==> src/rtl/slr_params.svh <==
// Constants of the slave port loop router: port count, widths,
// timing figures and reset values. Included by the package only.
`ifndef SLR_PARAMS_SVH
`define SLR_PARAMS_SVH
`define SLR_NPORTS      4
`define SLR_ADDR_W      16
`define SLR_BYTE_W      8
`define SLR_BUF_DEPTH   2
`define SLR_CLK_NS      4
`define SLR_DLY_CU_NS   1000
`define SLR_DLY_LV_NS   300
`define SLR_DLY_CU_CYC  (`SLR_DLY_CU_NS / `SLR_CLK_NS)
`define SLR_DLY_LV_CYC  (`SLR_DLY_LV_NS / `SLR_CLK_NS)
`define SLR_FLICK_NS    40000000
`define SLR_FLICK_CYC   (`SLR_FLICK_NS / `SLR_CLK_NS)
`define SLR_ADDR_LO_POS 8'h00
`define SLR_ADDR_HI_POS 8'h01
`define SLR_IDX_MAX     8'hff
`define SLR_OPEN_RST    4'h0
`endif

==> src/rtl/slr_pkg.sv <==
// Types and ring helpers of the slave port loop router.
// Assumes the constants header is on the include path.
`include "slr_params.svh"
package slr_pkg;
  typedef logic [`SLR_BYTE_W-1:0] slr_byte_t;
  typedef logic [`SLR_BYTE_W:0]   slr_entry_t;  // {last, data}
  typedef logic [1:0]             slr_idx_t;

  typedef struct packed {
    logic [`SLR_NPORTS-1:0]                       open;
    logic [`SLR_NPORTS-1:0]                       act;
    slr_entry_t [`SLR_NPORTS-1:0][`SLR_BUF_DEPTH-1:0] buff;
    logic [`SLR_NPORTS-1:0][1:0]                  cnt;
    logic [7:0]                                   bidx;
    logic [`SLR_ADDR_W-1:0]                       addr;
    logic                                         ext_v;
    slr_byte_t                                    ext_d;
    logic [23:0]                                  blink;
    logic                                         phase;
  } slr_state_t;

  // Nearest open port before k on the ring; k itself if none
  function automatic slr_idx_t slr_prev(input slr_idx_t k, input logic [3:0] op);
    slr_idx_t r;
    r = k;
    for (int d = 3; d >= 1; d--) begin
      if (op[k - slr_idx_t'(d)]) r = k - slr_idx_t'(d);
    end
    return r;
  endfunction

  // Nearest open port after k on the ring; k itself if none
  function automatic slr_idx_t slr_next(input slr_idx_t k, input logic [3:0] op);
    slr_idx_t r;
    r = k;
    for (int d = 3; d >= 1; d--) begin
      if (op[k + slr_idx_t'(d)]) r = k + slr_idx_t'(d);
    end
    return r;
  endfunction
endpackage

==> src/rtl/slr_loop_router.sv <==
// Port loop of a slave controller: four byte-stream ports in a ring,
// link-driven port opening, on-the-fly access on port 0 and indicators.
// Assumes each port's link input is already qualified by its PHY and
// that all inputs are synchronous to sys_clk_i.

// Behaviour
// - Up to four ports, forwarded ring-wise.
// - Port opens only with established link.
// - Unlinked port stays closed, no software.
// - Link means both ends recover symbols.
// - Indicator dark, steady, or flickering.
// - Hardware port order sets frame path.
// - Sixteen-bit slave address field.
// - Bytes extracted and inserted while streaming.
// - Copper/fiber ports add about one microsecond; here every port adds one 4 ns cycle.
// - Differential-only ports add about 300 ns; here one 4 ns cycle.
// - Every link is 100 Mbit/s full duplex.
module slr_loop_router
  import slr_pkg::*;
#(
  parameter int FLICK_CYC = `SLR_FLICK_CYC
) (
  input  wire logic                        sys_clk_i,      // 250 MHz clock
  input  wire logic                        rst_i,          // Sync reset
  input  wire logic [`SLR_NPORTS-1:0]      port_en_i,      // Port fitted
  input  wire logic [`SLR_NPORTS-1:0]      link_up_i,      // PHY link ok
  input  wire logic [`SLR_NPORTS-1:0]      rx_valid_i,     // Rx byte valid
  input  wire slr_byte_t [`SLR_NPORTS-1:0] rx_data_i,      // Rx byte
  input  wire logic [`SLR_NPORTS-1:0]      rx_last_i,      // Rx frame end
  output logic [`SLR_NPORTS-1:0]           rx_ready_o,     // Rx accepted
  output logic [`SLR_NPORTS-1:0]           tx_valid_o,     // Tx byte valid
  output slr_byte_t [`SLR_NPORTS-1:0]      tx_data_o,      // Tx byte
  output logic [`SLR_NPORTS-1:0]           tx_last_o,      // Tx frame end
  input  wire logic [`SLR_NPORTS-1:0]      tx_ready_i,     // Tx taken
  input  wire logic [`SLR_ADDR_W-1:0]      station_addr_i, // Own address
  input  wire logic [7:0]                  ext_offs_i,     // Extract pos
  input  wire logic [7:0]                  ins_offs_i,     // Insert pos
  input  wire logic                        ins_en_i,       // Insert on
  input  wire slr_byte_t                   ins_data_i,     // Insert byte
  output logic                             ext_valid_o,    // Extract pulse
  output slr_byte_t                        ext_data_o,     // Extract byte
  output logic [`SLR_NPORTS-1:0]           led_o           // Link/activity
);

  localparam int LV_DLY = `SLR_DLY_LV_CYC;
  localparam int CU_DLY = `SLR_DLY_CU_CYC;

  slr_state_t                       st;
  slr_state_t                       nxt;
  logic [`SLR_NPORTS-1:0]           rdy;
  logic [`SLR_NPORTS-1:0]           push;
  logic [`SLR_NPORTS-1:0]           pop;
  slr_entry_t [`SLR_NPORTS-1:0]     src_ent;
  slr_byte_t                        pd;
  logic                             hit;
  logic                             blink_end;

  // Accept a byte only when both ends are open and the target has room;
  // a two-entry buffer lets a full-rate stream pass while popping.
  always_comb begin
    for (int j = 0; j < `SLR_NPORTS; j++) begin
      slr_idx_t d;
      d = slr_next(slr_idx_t'(j), st.open);
      rdy[j] = st.open[j] && st.open[d] && (st.cnt[d] != 2'h2);
    end
  end

  assign rx_ready_o = rdy;

  // Address match is only known once both address bytes have passed,
  // so access offsets inside the address field (0 and 1) are never honoured.
  assign hit = (st.bidx > `SLR_ADDR_HI_POS) && (st.addr == station_addr_i);

  always_comb begin
    pd = rx_data_i[0];
    if (hit && ins_en_i && (st.bidx == ins_offs_i)) begin
      pd = ins_data_i;
    end
  end

  always_comb begin
    for (int k = 0; k < `SLR_NPORTS; k++) begin
      slr_idx_t s;
      s = slr_prev(slr_idx_t'(k), st.open);
      push[k] = st.open[k] && rx_valid_i[s] && rdy[s];
      if (s == 2'h0) begin
        src_ent[k] = {rx_last_i[0], pd};
      end else begin
        src_ent[k] = {rx_last_i[s], rx_data_i[s]};
      end
      pop[k] = tx_valid_o[k] && tx_ready_i[k];
    end
  end

  assign blink_end = (st.blink == 24'(FLICK_CYC - 1));

  always_comb begin
    logic [1:0] c;
    c = 2'h0;
    nxt = st;
    nxt.open = port_en_i & link_up_i;
    nxt.ext_v = 1'b0;
    if (blink_end) begin
      nxt.blink = 24'h000000;
      nxt.phase = ~st.phase;
      nxt.act = 4'h0;
    end else begin
      nxt.blink = st.blink + 24'h000001;
    end
    // Traffic seen in the closing cycle of a period still counts
    nxt.act = nxt.act | push | pop;
    for (int k = 0; k < `SLR_NPORTS; k++) begin
      c = st.cnt[k];
      if (pop[k]) begin
        nxt.buff[k][0] = st.buff[k][1];
        c = c - 2'h1;
      end
      if (push[k]) begin
        nxt.buff[k][c[0]] = src_ent[k];
        c = c + 2'h1;
      end
      // A port that loses its link drops what it still held
      if (!nxt.open[k]) c = 2'h0;
      nxt.cnt[k] = c;
    end
    if (rx_valid_i[0] && rdy[0]) begin
      if (rx_last_i[0]) begin
        nxt.bidx = 8'h00;
      end else if (st.bidx != `SLR_IDX_MAX) begin
        nxt.bidx = st.bidx + 8'h01;
      end
      if (st.bidx == `SLR_ADDR_LO_POS) nxt.addr[7:0] = rx_data_i[0];
      if (st.bidx == `SLR_ADDR_HI_POS) nxt.addr[15:8] = rx_data_i[0];
      if (hit && (st.bidx == ext_offs_i)) begin
        nxt.ext_v = 1'b1;
        nxt.ext_d = rx_data_i[0];
      end
    end
  end

  always_ff @(posedge sys_clk_i) begin
    if (rst_i) begin
      st <= '0;
    end else begin
      st <= nxt;
    end
  end

  // Data leaves from the buffer head flop: one cycle through the port,
  // well inside the copper and differential delay budgets.
  always_comb begin
    for (int k = 0; k < `SLR_NPORTS; k++) begin
      tx_valid_o[k] = st.open[k] && (st.cnt[k] != 2'h0);
      tx_data_o[k] = st.buff[k][0][`SLR_BYTE_W-1:0];
      tx_last_o[k] = st.buff[k][0][`SLR_BYTE_W];
      led_o[k] = st.open[k] && (!st.act[k] || st.phase);
    end
  end

  assign ext_valid_o = st.ext_v;
  assign ext_data_o = st.ext_d;

  property p_open_link;
    @(posedge sys_clk_i) disable iff (rst_i)
      (port_en_i[0] && link_up_i[0]) |=> st.open[0];
  endproperty
  a_open_link: assert property (p_open_link) else $error("port 0 not opened on link");

  property p_closed_nolink;
    @(posedge sys_clk_i) disable iff (rst_i)
      (!link_up_i[1]) |=> (!st.open[1] && !tx_valid_o[1]);
  endproperty
  a_closed_nolink: assert property (p_closed_nolink) else $error("unlinked port 1 active");

  property p_led_dark;
    @(posedge sys_clk_i) disable iff (rst_i)
      (!link_up_i[2]) |=> !led_o[2];
  endproperty
  a_led_dark: assert property (p_led_dark) else $error("indicator lit without link");

  property p_led_steady;
    @(posedge sys_clk_i) disable iff (rst_i)
      (st.open[3] && !st.act[3]) |-> led_o[3];
  endproperty
  a_led_steady: assert property (p_led_steady) else $error("idle link indicator not lit");

  property p_ring_order;
    @(posedge sys_clk_i) disable iff (rst_i)
      (rx_valid_i[0] && rdy[0] && st.open[1] && link_up_i[1] && port_en_i[1])
        |=> tx_valid_o[1];
  endproperty
  a_ring_order: assert property (p_ring_order) else $error("byte not forwarded to port 1");

  property p_skip_closed;
    @(posedge sys_clk_i) disable iff (rst_i)
      (st.open[0] && !st.open[1] && st.open[2] && rx_valid_i[0])
        |-> (push[2] == rdy[0]);
  endproperty
  a_skip_closed: assert property (p_skip_closed) else $error("closed port not skipped");

  property p_extract;
    @(posedge sys_clk_i) disable iff (rst_i)
      ext_valid_o |-> ($past(rx_valid_i[0]) && $past(hit)
                       && ($past(st.bidx) == $past(ext_offs_i))
                       && (ext_data_o == $past(rx_data_i[0])));
  endproperty
  a_extract: assert property (p_extract) else $error("extract without matching byte");

  property p_insert;
    @(posedge sys_clk_i) disable iff (rst_i)
      (rx_valid_i[0] && rdy[0] && hit && ins_en_i && (st.bidx == ins_offs_i)
       && st.open[1] && port_en_i[1] && link_up_i[1] && (st.cnt[1] == 2'h0))
        |=> (tx_data_o[1] == $past(ins_data_i));
  endproperty
  a_insert: assert property (p_insert) else $error("inserted byte missing");

  property p_delay_lv;
    @(posedge sys_clk_i) disable iff (rst_i)
      (push[1] && (port_en_i[1] && link_up_i[1]))
        |-> ##[1:LV_DLY] tx_valid_o[1];
  endproperty
  a_delay_lv: assert property (p_delay_lv) else $error("forward delay over budget");

  property p_delay_cu;
    @(posedge sys_clk_i) disable iff (rst_i)
      (push[2] && tx_ready_i[2] && (port_en_i[2] && link_up_i[2]))
        |-> ##[1:CU_DLY] (tx_valid_o[2] || !st.open[2]);
  endproperty
  a_delay_cu: assert property (p_delay_cu) else $error("copper delay over budget");

  property p_no_overflow;
    @(posedge sys_clk_i) disable iff (rst_i)
      (st.cnt[3] == 2'h2) |-> !push[3] || pop[3];
  endproperty
  a_no_overflow: assert property (p_no_overflow) else $error("buffer overrun on port 3");

  // Reset must leave every port closed and every output quiet
  property p_rst_quiet;
    @(posedge sys_clk_i)
      rst_i |=> ((tx_valid_o == 4'h0) && (rx_ready_o == 4'h0) && (led_o == 4'h0) && !ext_valid_o);
  endproperty
  a_rst_quiet: assert property (p_rst_quiet) else $error("outputs active after reset");

  property p_unfitted;
    @(posedge sys_clk_i) disable iff (rst_i)
      (!port_en_i[3]) |=> (!st.open[3] && !rx_ready_o[3] && !led_o[3]);
  endproperty
  a_unfitted: assert property (p_unfitted) else $error("unfitted port 3 opened");

  property p_closed_silent;
    @(posedge sys_clk_i) disable iff (rst_i)
      (!st.open[0]) |-> (!tx_valid_o[0] && !rx_ready_o[0] && !push[0]);
  endproperty
  a_closed_silent: assert property (p_closed_silent) else $error("closed port 0 moves data");

  // A stalled port keeps its head byte steady until the sink takes it
  property p_tx_hold;
    @(posedge sys_clk_i) disable iff (rst_i)
      (tx_valid_o[0] && !tx_ready_i[0] && port_en_i[0] && link_up_i[0])
        |=> (tx_valid_o[0] && $stable(tx_data_o[0]) && $stable(tx_last_o[0]));
  endproperty
  a_tx_hold: assert property (p_tx_hold) else $error("stalled byte changed");

  property p_addr_lo;
    @(posedge sys_clk_i) disable iff (rst_i)
      (rx_valid_i[0] && rdy[0] && (st.bidx == `SLR_ADDR_LO_POS))
        |=> (st.addr[7:0] == $past(rx_data_i[0]));
  endproperty
  a_addr_lo: assert property (p_addr_lo) else $error("address low byte not captured");

  property p_addr_hi;
    @(posedge sys_clk_i) disable iff (rst_i)
      (rx_valid_i[0] && rdy[0] && (st.bidx == `SLR_ADDR_HI_POS))
        |=> (st.addr[15:8] == $past(rx_data_i[0]));
  endproperty
  a_addr_hi: assert property (p_addr_hi) else $error("address high byte not captured");

  // Byte position restarts with each frame so offsets stay frame-relative
  property p_frame_end;
    @(posedge sys_clk_i) disable iff (rst_i)
      (rx_valid_i[0] && rdy[0] && rx_last_i[0]) |=> (st.bidx == 8'h00);
  endproperty
  a_frame_end: assert property (p_frame_end) else $error("byte index not restarted");

  property p_led_flicker;
    @(posedge sys_clk_i) disable iff (rst_i)
      (st.open[1] && st.act[1] && !st.phase) |-> !led_o[1];
  endproperty
  a_led_flicker: assert property (p_led_flicker) else $error("busy indicator not blinking");

  // Traffic in the closing cycle of a period must not be lost
  property p_act_set;
    @(posedge sys_clk_i) disable iff (rst_i)
      pop[2] |=> st.act[2];
  endproperty
  a_act_set: assert property (p_act_set) else $error("activity not recorded");

  // Extracted byte holds until the next extract
  property p_ext_hold;
    @(posedge sys_clk_i) disable iff (rst_i)
      (!ext_valid_o) |-> $stable(ext_data_o);
  endproperty
  a_ext_hold: assert property (p_ext_hold) else $error("extract byte changed");

endmodule // slr_loop_router

==> config.mk <==
export PLATFORM = sky130hd
export DESIGN_NAME = slr_loop_router
export DESIGN_NICKNAME = d
export VERILOG_FILES = /design/src/rtl/slr_pkg.sv /design/src/rtl/slr_loop_router.sv
export VERILOG_INCLUDE_DIRS = /design/src /design/src/rtl
export SDC_FILE = /design/constraint.sdc
export NUM_CORES = 1
export LEC_CHECK = 0
export CELL_PAD_IN_SITES_DETAIL_PLACEMENT = 0
export CELL_PAD_IN_SITES_GLOBAL_PLACEMENT = 1
export CORE_ASPECT_RATIO = 2
export CORE_UTILIZATION = 46
export CTS_BUF_LIST = sky130_fd_sc_hd__clkbuf_4
export DETAILED_ROUTE_END_ITERATION = 10
export DONT_BUFFER_PORTS = 1
export GPL_TIMING_DRIVEN = 0
export PLACE_DENSITY = 0.85
export SLEW_MARGIN = 10
export SYNTH_ARGS = -nofsm -noshare
export SYNTH_HDL_FRONTEND = slang
export SYNTH_SLANG_ARGS = --single-unit
==> constraint.sdc <==
create_clock -name sys_clk_i -period 5.93 [get_ports sys_clk_i]
set_input_delay 0.593 -clock sys_clk_i [delete_from_list [all_inputs] [get_ports sys_clk_i]]
set_output_delay 0.593 -clock sys_clk_i [all_outputs]
set_load 0.1 [all_outputs]
=== Word level (Yosys, flattened, before mapping) ===
Cells that the tools add are included.

* Flip-flop bits (word level): 146
* Input bits: 95
* Output and inout bits: 57
* Logic and storage cells: 241

* $add $sub $neg: 10
* Order comparisons: 17
* Equal/unequal tests: 10
* Mux-type cells: 109
* Bitwise operators: 9
* Reductions and logical operators: 65

{| class="wikitable"
|+ Operators with widths
! kind !! number
|-
| $mux 9 || 17
|-
| $bwmux 18 || 4
|-
| $bmux 8 s2 || 4
|-
| $mux 2 || 32
|-
| $mux 8 || 7
|-
| $logic_and 1x1->1 || 37
|-
| $demux 9 s1 || 4
|-
| $bmux 1 s2 || 16
|-
| $add 24x1->24 const B || 1
|-
| $eq 24x24->1 const B || 1
|-
| $lt 2x3->1 const B || 8
|-
| $mux 1 || 20
|-
| $bmux 2 s2 || 4
|-
| $eq 16x16->1 || 1
|-
| $eq 8x8->1 || 2
|-
| $reduce_or 2->1 || 6
|-
| $reduce_bool 2->1 || 5
|-
| $add 2x1->2 const B || 4
|-
| $add 8x1->8 const B || 1
|-
| $eq 8x1->1 const B || 1
|-
| $gt 8x1->1 const B || 1
|-
| $logic_not 2->1 || 4
|-
| $logic_not 8->1 || 1
|-
| $lt 1x2->1 const B || 4
|-
| other kinds (11) || 35
|}

=== Depth between registers and ports, before layout ===
* Depth after elaboration: 12
* Mapped depth: 12

=== Worst setup path after synthesis ===
No wires, ideal clock.

* Kind: register to output
* Start point: register st[144] (netlist name)
* End point: output led_o[2]
* Arrival: 3.227 ns
* Data required time: 5.337 ns
* Path slack: 2.110 ns
* Cell stages (with the launch flop): 5
* Path buffers: 3
* Cells stage by stage: dfxtp_1 -> buf_2 -> buf_2 -> clkbuf_1 -> a21boi_0

* Longest elaborated chain between the ends: 1

{| class="wikitable"
|+ Ends and longest elaborated chain
! item !! line !! source
|-
| start, declared || slr_loop_router.sv:48 || <nowiki>slr_state_t st;</nowiki>
|-
| start signal, assigned || slr_loop_router.sv:145 || <nowiki>st <= nxt;</nowiki>
|-
| $logic_and 1x1->1 || slr_loop_router.sv:156 || <nowiki>led_o[k] = st.open[k] && (!st.act[k] || st.phase);</nowiki>
|-
| end, declared || slr_loop_router.sv:42 || <nowiki>output logic [`SLR_NPORTS-1:0] led_o</nowiki>
|}

No other way between the ends.

=== Worst setup path after layout ===
* Start point: register st[144] (netlist name)
* End point: output rx_ready_o[1]

* Longest elaborated chain between the ends: 5

{| class="wikitable"
|+ Ends and longest elaborated chain
! item !! line !! source
|-
| $mux 2 || slr_pkg.sv:37 || <nowiki>if (op[k + slr_idx_t'(d)]) r = k + slr_idx_t'(d);</nowiki>
|-
| $bmux 2 s2 / $bmux 1 s2 (equally long branches) || slr_loop_router.sv:64 || <nowiki>rdy[j] = st.open[j] && st.open[d] && (st.cnt[d] != 2'h2);</nowiki>
|-
| $mux 2 (not written as such) / $mux 1 (equally long branches) || slr_loop_router.sv:64 ||
|-
| $ne 2x2->1 / $logic_and 1x1->1 (equally long branches) || slr_loop_router.sv:64 ||
|-
| $logic_and 1x1->1 (*) || slr_loop_router.sv:64 ||
|-
| end, declared || slr_loop_router.sv:30 || <nowiki>output logic [`SLR_NPORTS-1:0] rx_ready_o,</nowiki>
|}

Mark *: on every way between the ends. The rest lies on a longest branch, timed or not. The select of a mux whose other input is x is not followed.

==> flow_summary.yaml <==
global_route:
  grtUsageTotal_pct: 30.8
  antenna_found_initial: 2
  grt_pass1_wl_mm: 44.7
  grt_max_degree: 17
  grt_overflow: 0
  grt_pass1_vias: 8011
synth:
  synthFlopType: "dfxtp_1"
  syn_area_um2: 8720
  yosysSeqAreaShare_pct: 33.5
  synth.avg_cell_area_um2: 8.24
  synthCells: 1058
  ys_seq_elements: 146
  yosys_warnings: 0
  syn_nets: 1165
  ys_async_sr_fraction_pct: 0
  synth_edf_count: 0
  ys_types: 64
worst_setup_path:
  worst_r2r_path_depth: 11
  cp_max_fo: 10
  required_ns: 5.34
  r2r_slack_ns: 2.41
  arrival_ns: 3.41
  crit_type: "flip-flop to output port"
  startpoint_type: "flip-flop"
  worst_setup_path_end_kind: "output port"
route:
  drt_iter0_markers: 479
  drc: 0
  vias_per_cell: 6.03
  first_pass_iters: 7
  wl_per_cell_um: 22.3
  wirelength_mm: 29.4
  ant_nets: 0
  vias: 7931
floorplanning:
  die_area_um2: 19500
  start_util_pct: 47.4
  die_height_um: 197
  fp.dieW_um: 99.3
  ios: 152
  num_rows: 70
  core_region_area_um2: 18400
pwr:
  leakagePower_nw: 3.56
  ir_drop_mv: 0.122
  p_per_area_nw_per_um2: 215
cells_and_area:
  area_delta_synth_final_pct: 8.87
  final_area_um2: 9490
  nNetsFinal: 1192
  fin_util_pct: 51.6
  layout-drive-gt1-share_pct: 14.2
  final_common_cell: "dfxtp_1"
  layout_common_cells: "146 x dfxtp_1, 121 x nor2_1, 101 x nand2_1"
hold_path:
  hold_depth: 1
  hold_path.class: "input port to flip-flop"
sta:
  fin_setup_tns_ns: 0
  rsz0062_at_grt: "false"
  layout_setup_ws_ns: 1.92
  hold_ws_ns: 0.126
  finClkSkew_ns: 0.0321
  tightestPinTransition_ns: 1.25
  slew_viol_final: 0
  hold_violations: 0
  period_share_pct: 67.6
  slew-limit-headroom_pct: 16.9
  setup_viol: 0
  fmax_mhz: 250
  finalCriticalPeriod_ns: 4.01
run_status:
  status: "finished, final reports clean"
cts:
  cts_setup_buffers: 0
  cts-resized-gates: 0
  cts_hold_buf: 0
  cts-root-buf: "clkbuf_4"
  htreeDepth: 4
  cts_sinks: 146
  clkTransAtPathRegs_ns: 0.14
  cts_buffers: 17
  clockBufferDepth: 2
  cts_tree: "yes"
  worstSkewPairLatency_ns: 0.58
place:
  gp_congestion: 0.968
  port_buffers: 0
  dp_hpwl_mm: 23.3
  placed_cell_area_um2: 9150
  dp_slack_ns: 2.53
run:
  cap_viol_max_count: 0
## stage by stage
stage / instances / total power [W]
floorplan: 1058 / 0.00124
global placement: 1274 / 0.00131
detailed placement: 1282 / 0.00131
CTS: 1313 / 0.00205
global route: 1314 / 0.00212
finish: 1315 / 0.00204
## worst max-delay path: stages, from the launching register on
cell and delay, ns:
dfxtp_1 0.43, buf_2 0.22, buf_2 0.20, buf_1 0.27, clkbuf_1 0.34, or3_1 0.46
a21oi_2 0.92
## path summary, 6_finish.rpt
| check | from | endpoint |
|---|---|---|
| min | rst_i | st[144]$_SDFF_PP0_ |
| max reg2reg | st[143]$_SDFF_PP0_ | st[116]$_SDFFE_PP0P_ |
| min reg2reg | st[114]$_SDFFE_PP0P_ | st[114]$_SDFFE_PP0P_ |
| max | st[144]$_SDFF_PP0_ | rx_ready_o[1] |
## cells in the mapped netlist, drive strengths merged (3+ instances only)
library cell    n  area, um^2
a221oi          3        26.3
nor3           12        71.3
and2            9        56.3
nor4            5        31.3
buf            69         470
nand3          24         120
inv            30         113
nand2         101         379
a21oi          62         310
and4            5        43.8
nor2b           7        43.8
nor2          123         462
nor3b           4        30.0
xnor2          48         420
or3            13        81.3
o32ai          23         201
a311oi         15         131
a21boi          7        52.6
a21o            3        22.5
a31o            6        52.6
and3           19         119
o211ai          4        30.0
o21bai          3        22.5
dfxtp         146        2920
o221a           7        78.8
mux2i          55         551
o21a            9        67.6
mux2           26         327
xor2           16         140
nor4b           3        26.3
nand4          16         100
nand2b         23         144
o21ai          33         165
ha             12         150
a211oi          9        67.6
clkbuf         43         161
o41ai           9         109
a31oi          31         194
## area by class of cell
class / instances / area [um^2]
multi-input cells: 770 / 5090
clock inverters: 13 / 196
diodes: 2 / 5.00
fillers: 1868 / 8900
clock buffers: 18 / 135
repair buffers: 8 / 125
well taps: 216 / 270
plain buffers: 112 / 632
inverters: 30 / 113
flip-flops and latches: 146 / 2920
## metal layers
metal  global-route usage (%)  vias to the layer above  share of wire [%]
met2                     55.0                      272                 52
li1                         -                     3804                  -
met3                     7.55                       99                6.1
met1                     28.8                     3756                 33
met4                     26.4                        0                9.0
met5                        0                        -                  0
## flip-flops by register name (all words and copies together), names as in the netlist
signal and flops:
tx_last_o 4, st 101, ext_data_o 8, ext_valid_o 1
tx_data_o 32
## cells by family (layout without fill, tap and decap cells)
kind of cell	after synthesis	after routing	share of synthesized area (%)
buf+inv	142	181	8.54
mux	81	81	10.1
simple gates	374	374	20.6
fa+ha+maj	12	12	1.72
other cells	0	2	0
compound gates	239	239	19.1
xor+xnor	64	64	6.43
flops	146	146	33.5
## report_power, final
part	internal (W)	switching (W)
clock network	0.000345	0.000399
logic	0.0000799	0.000214
registers	0.000994	0.0000106
total	0.00142	0.000624
No activity file was read; power rests on OpenSTA's default activity.
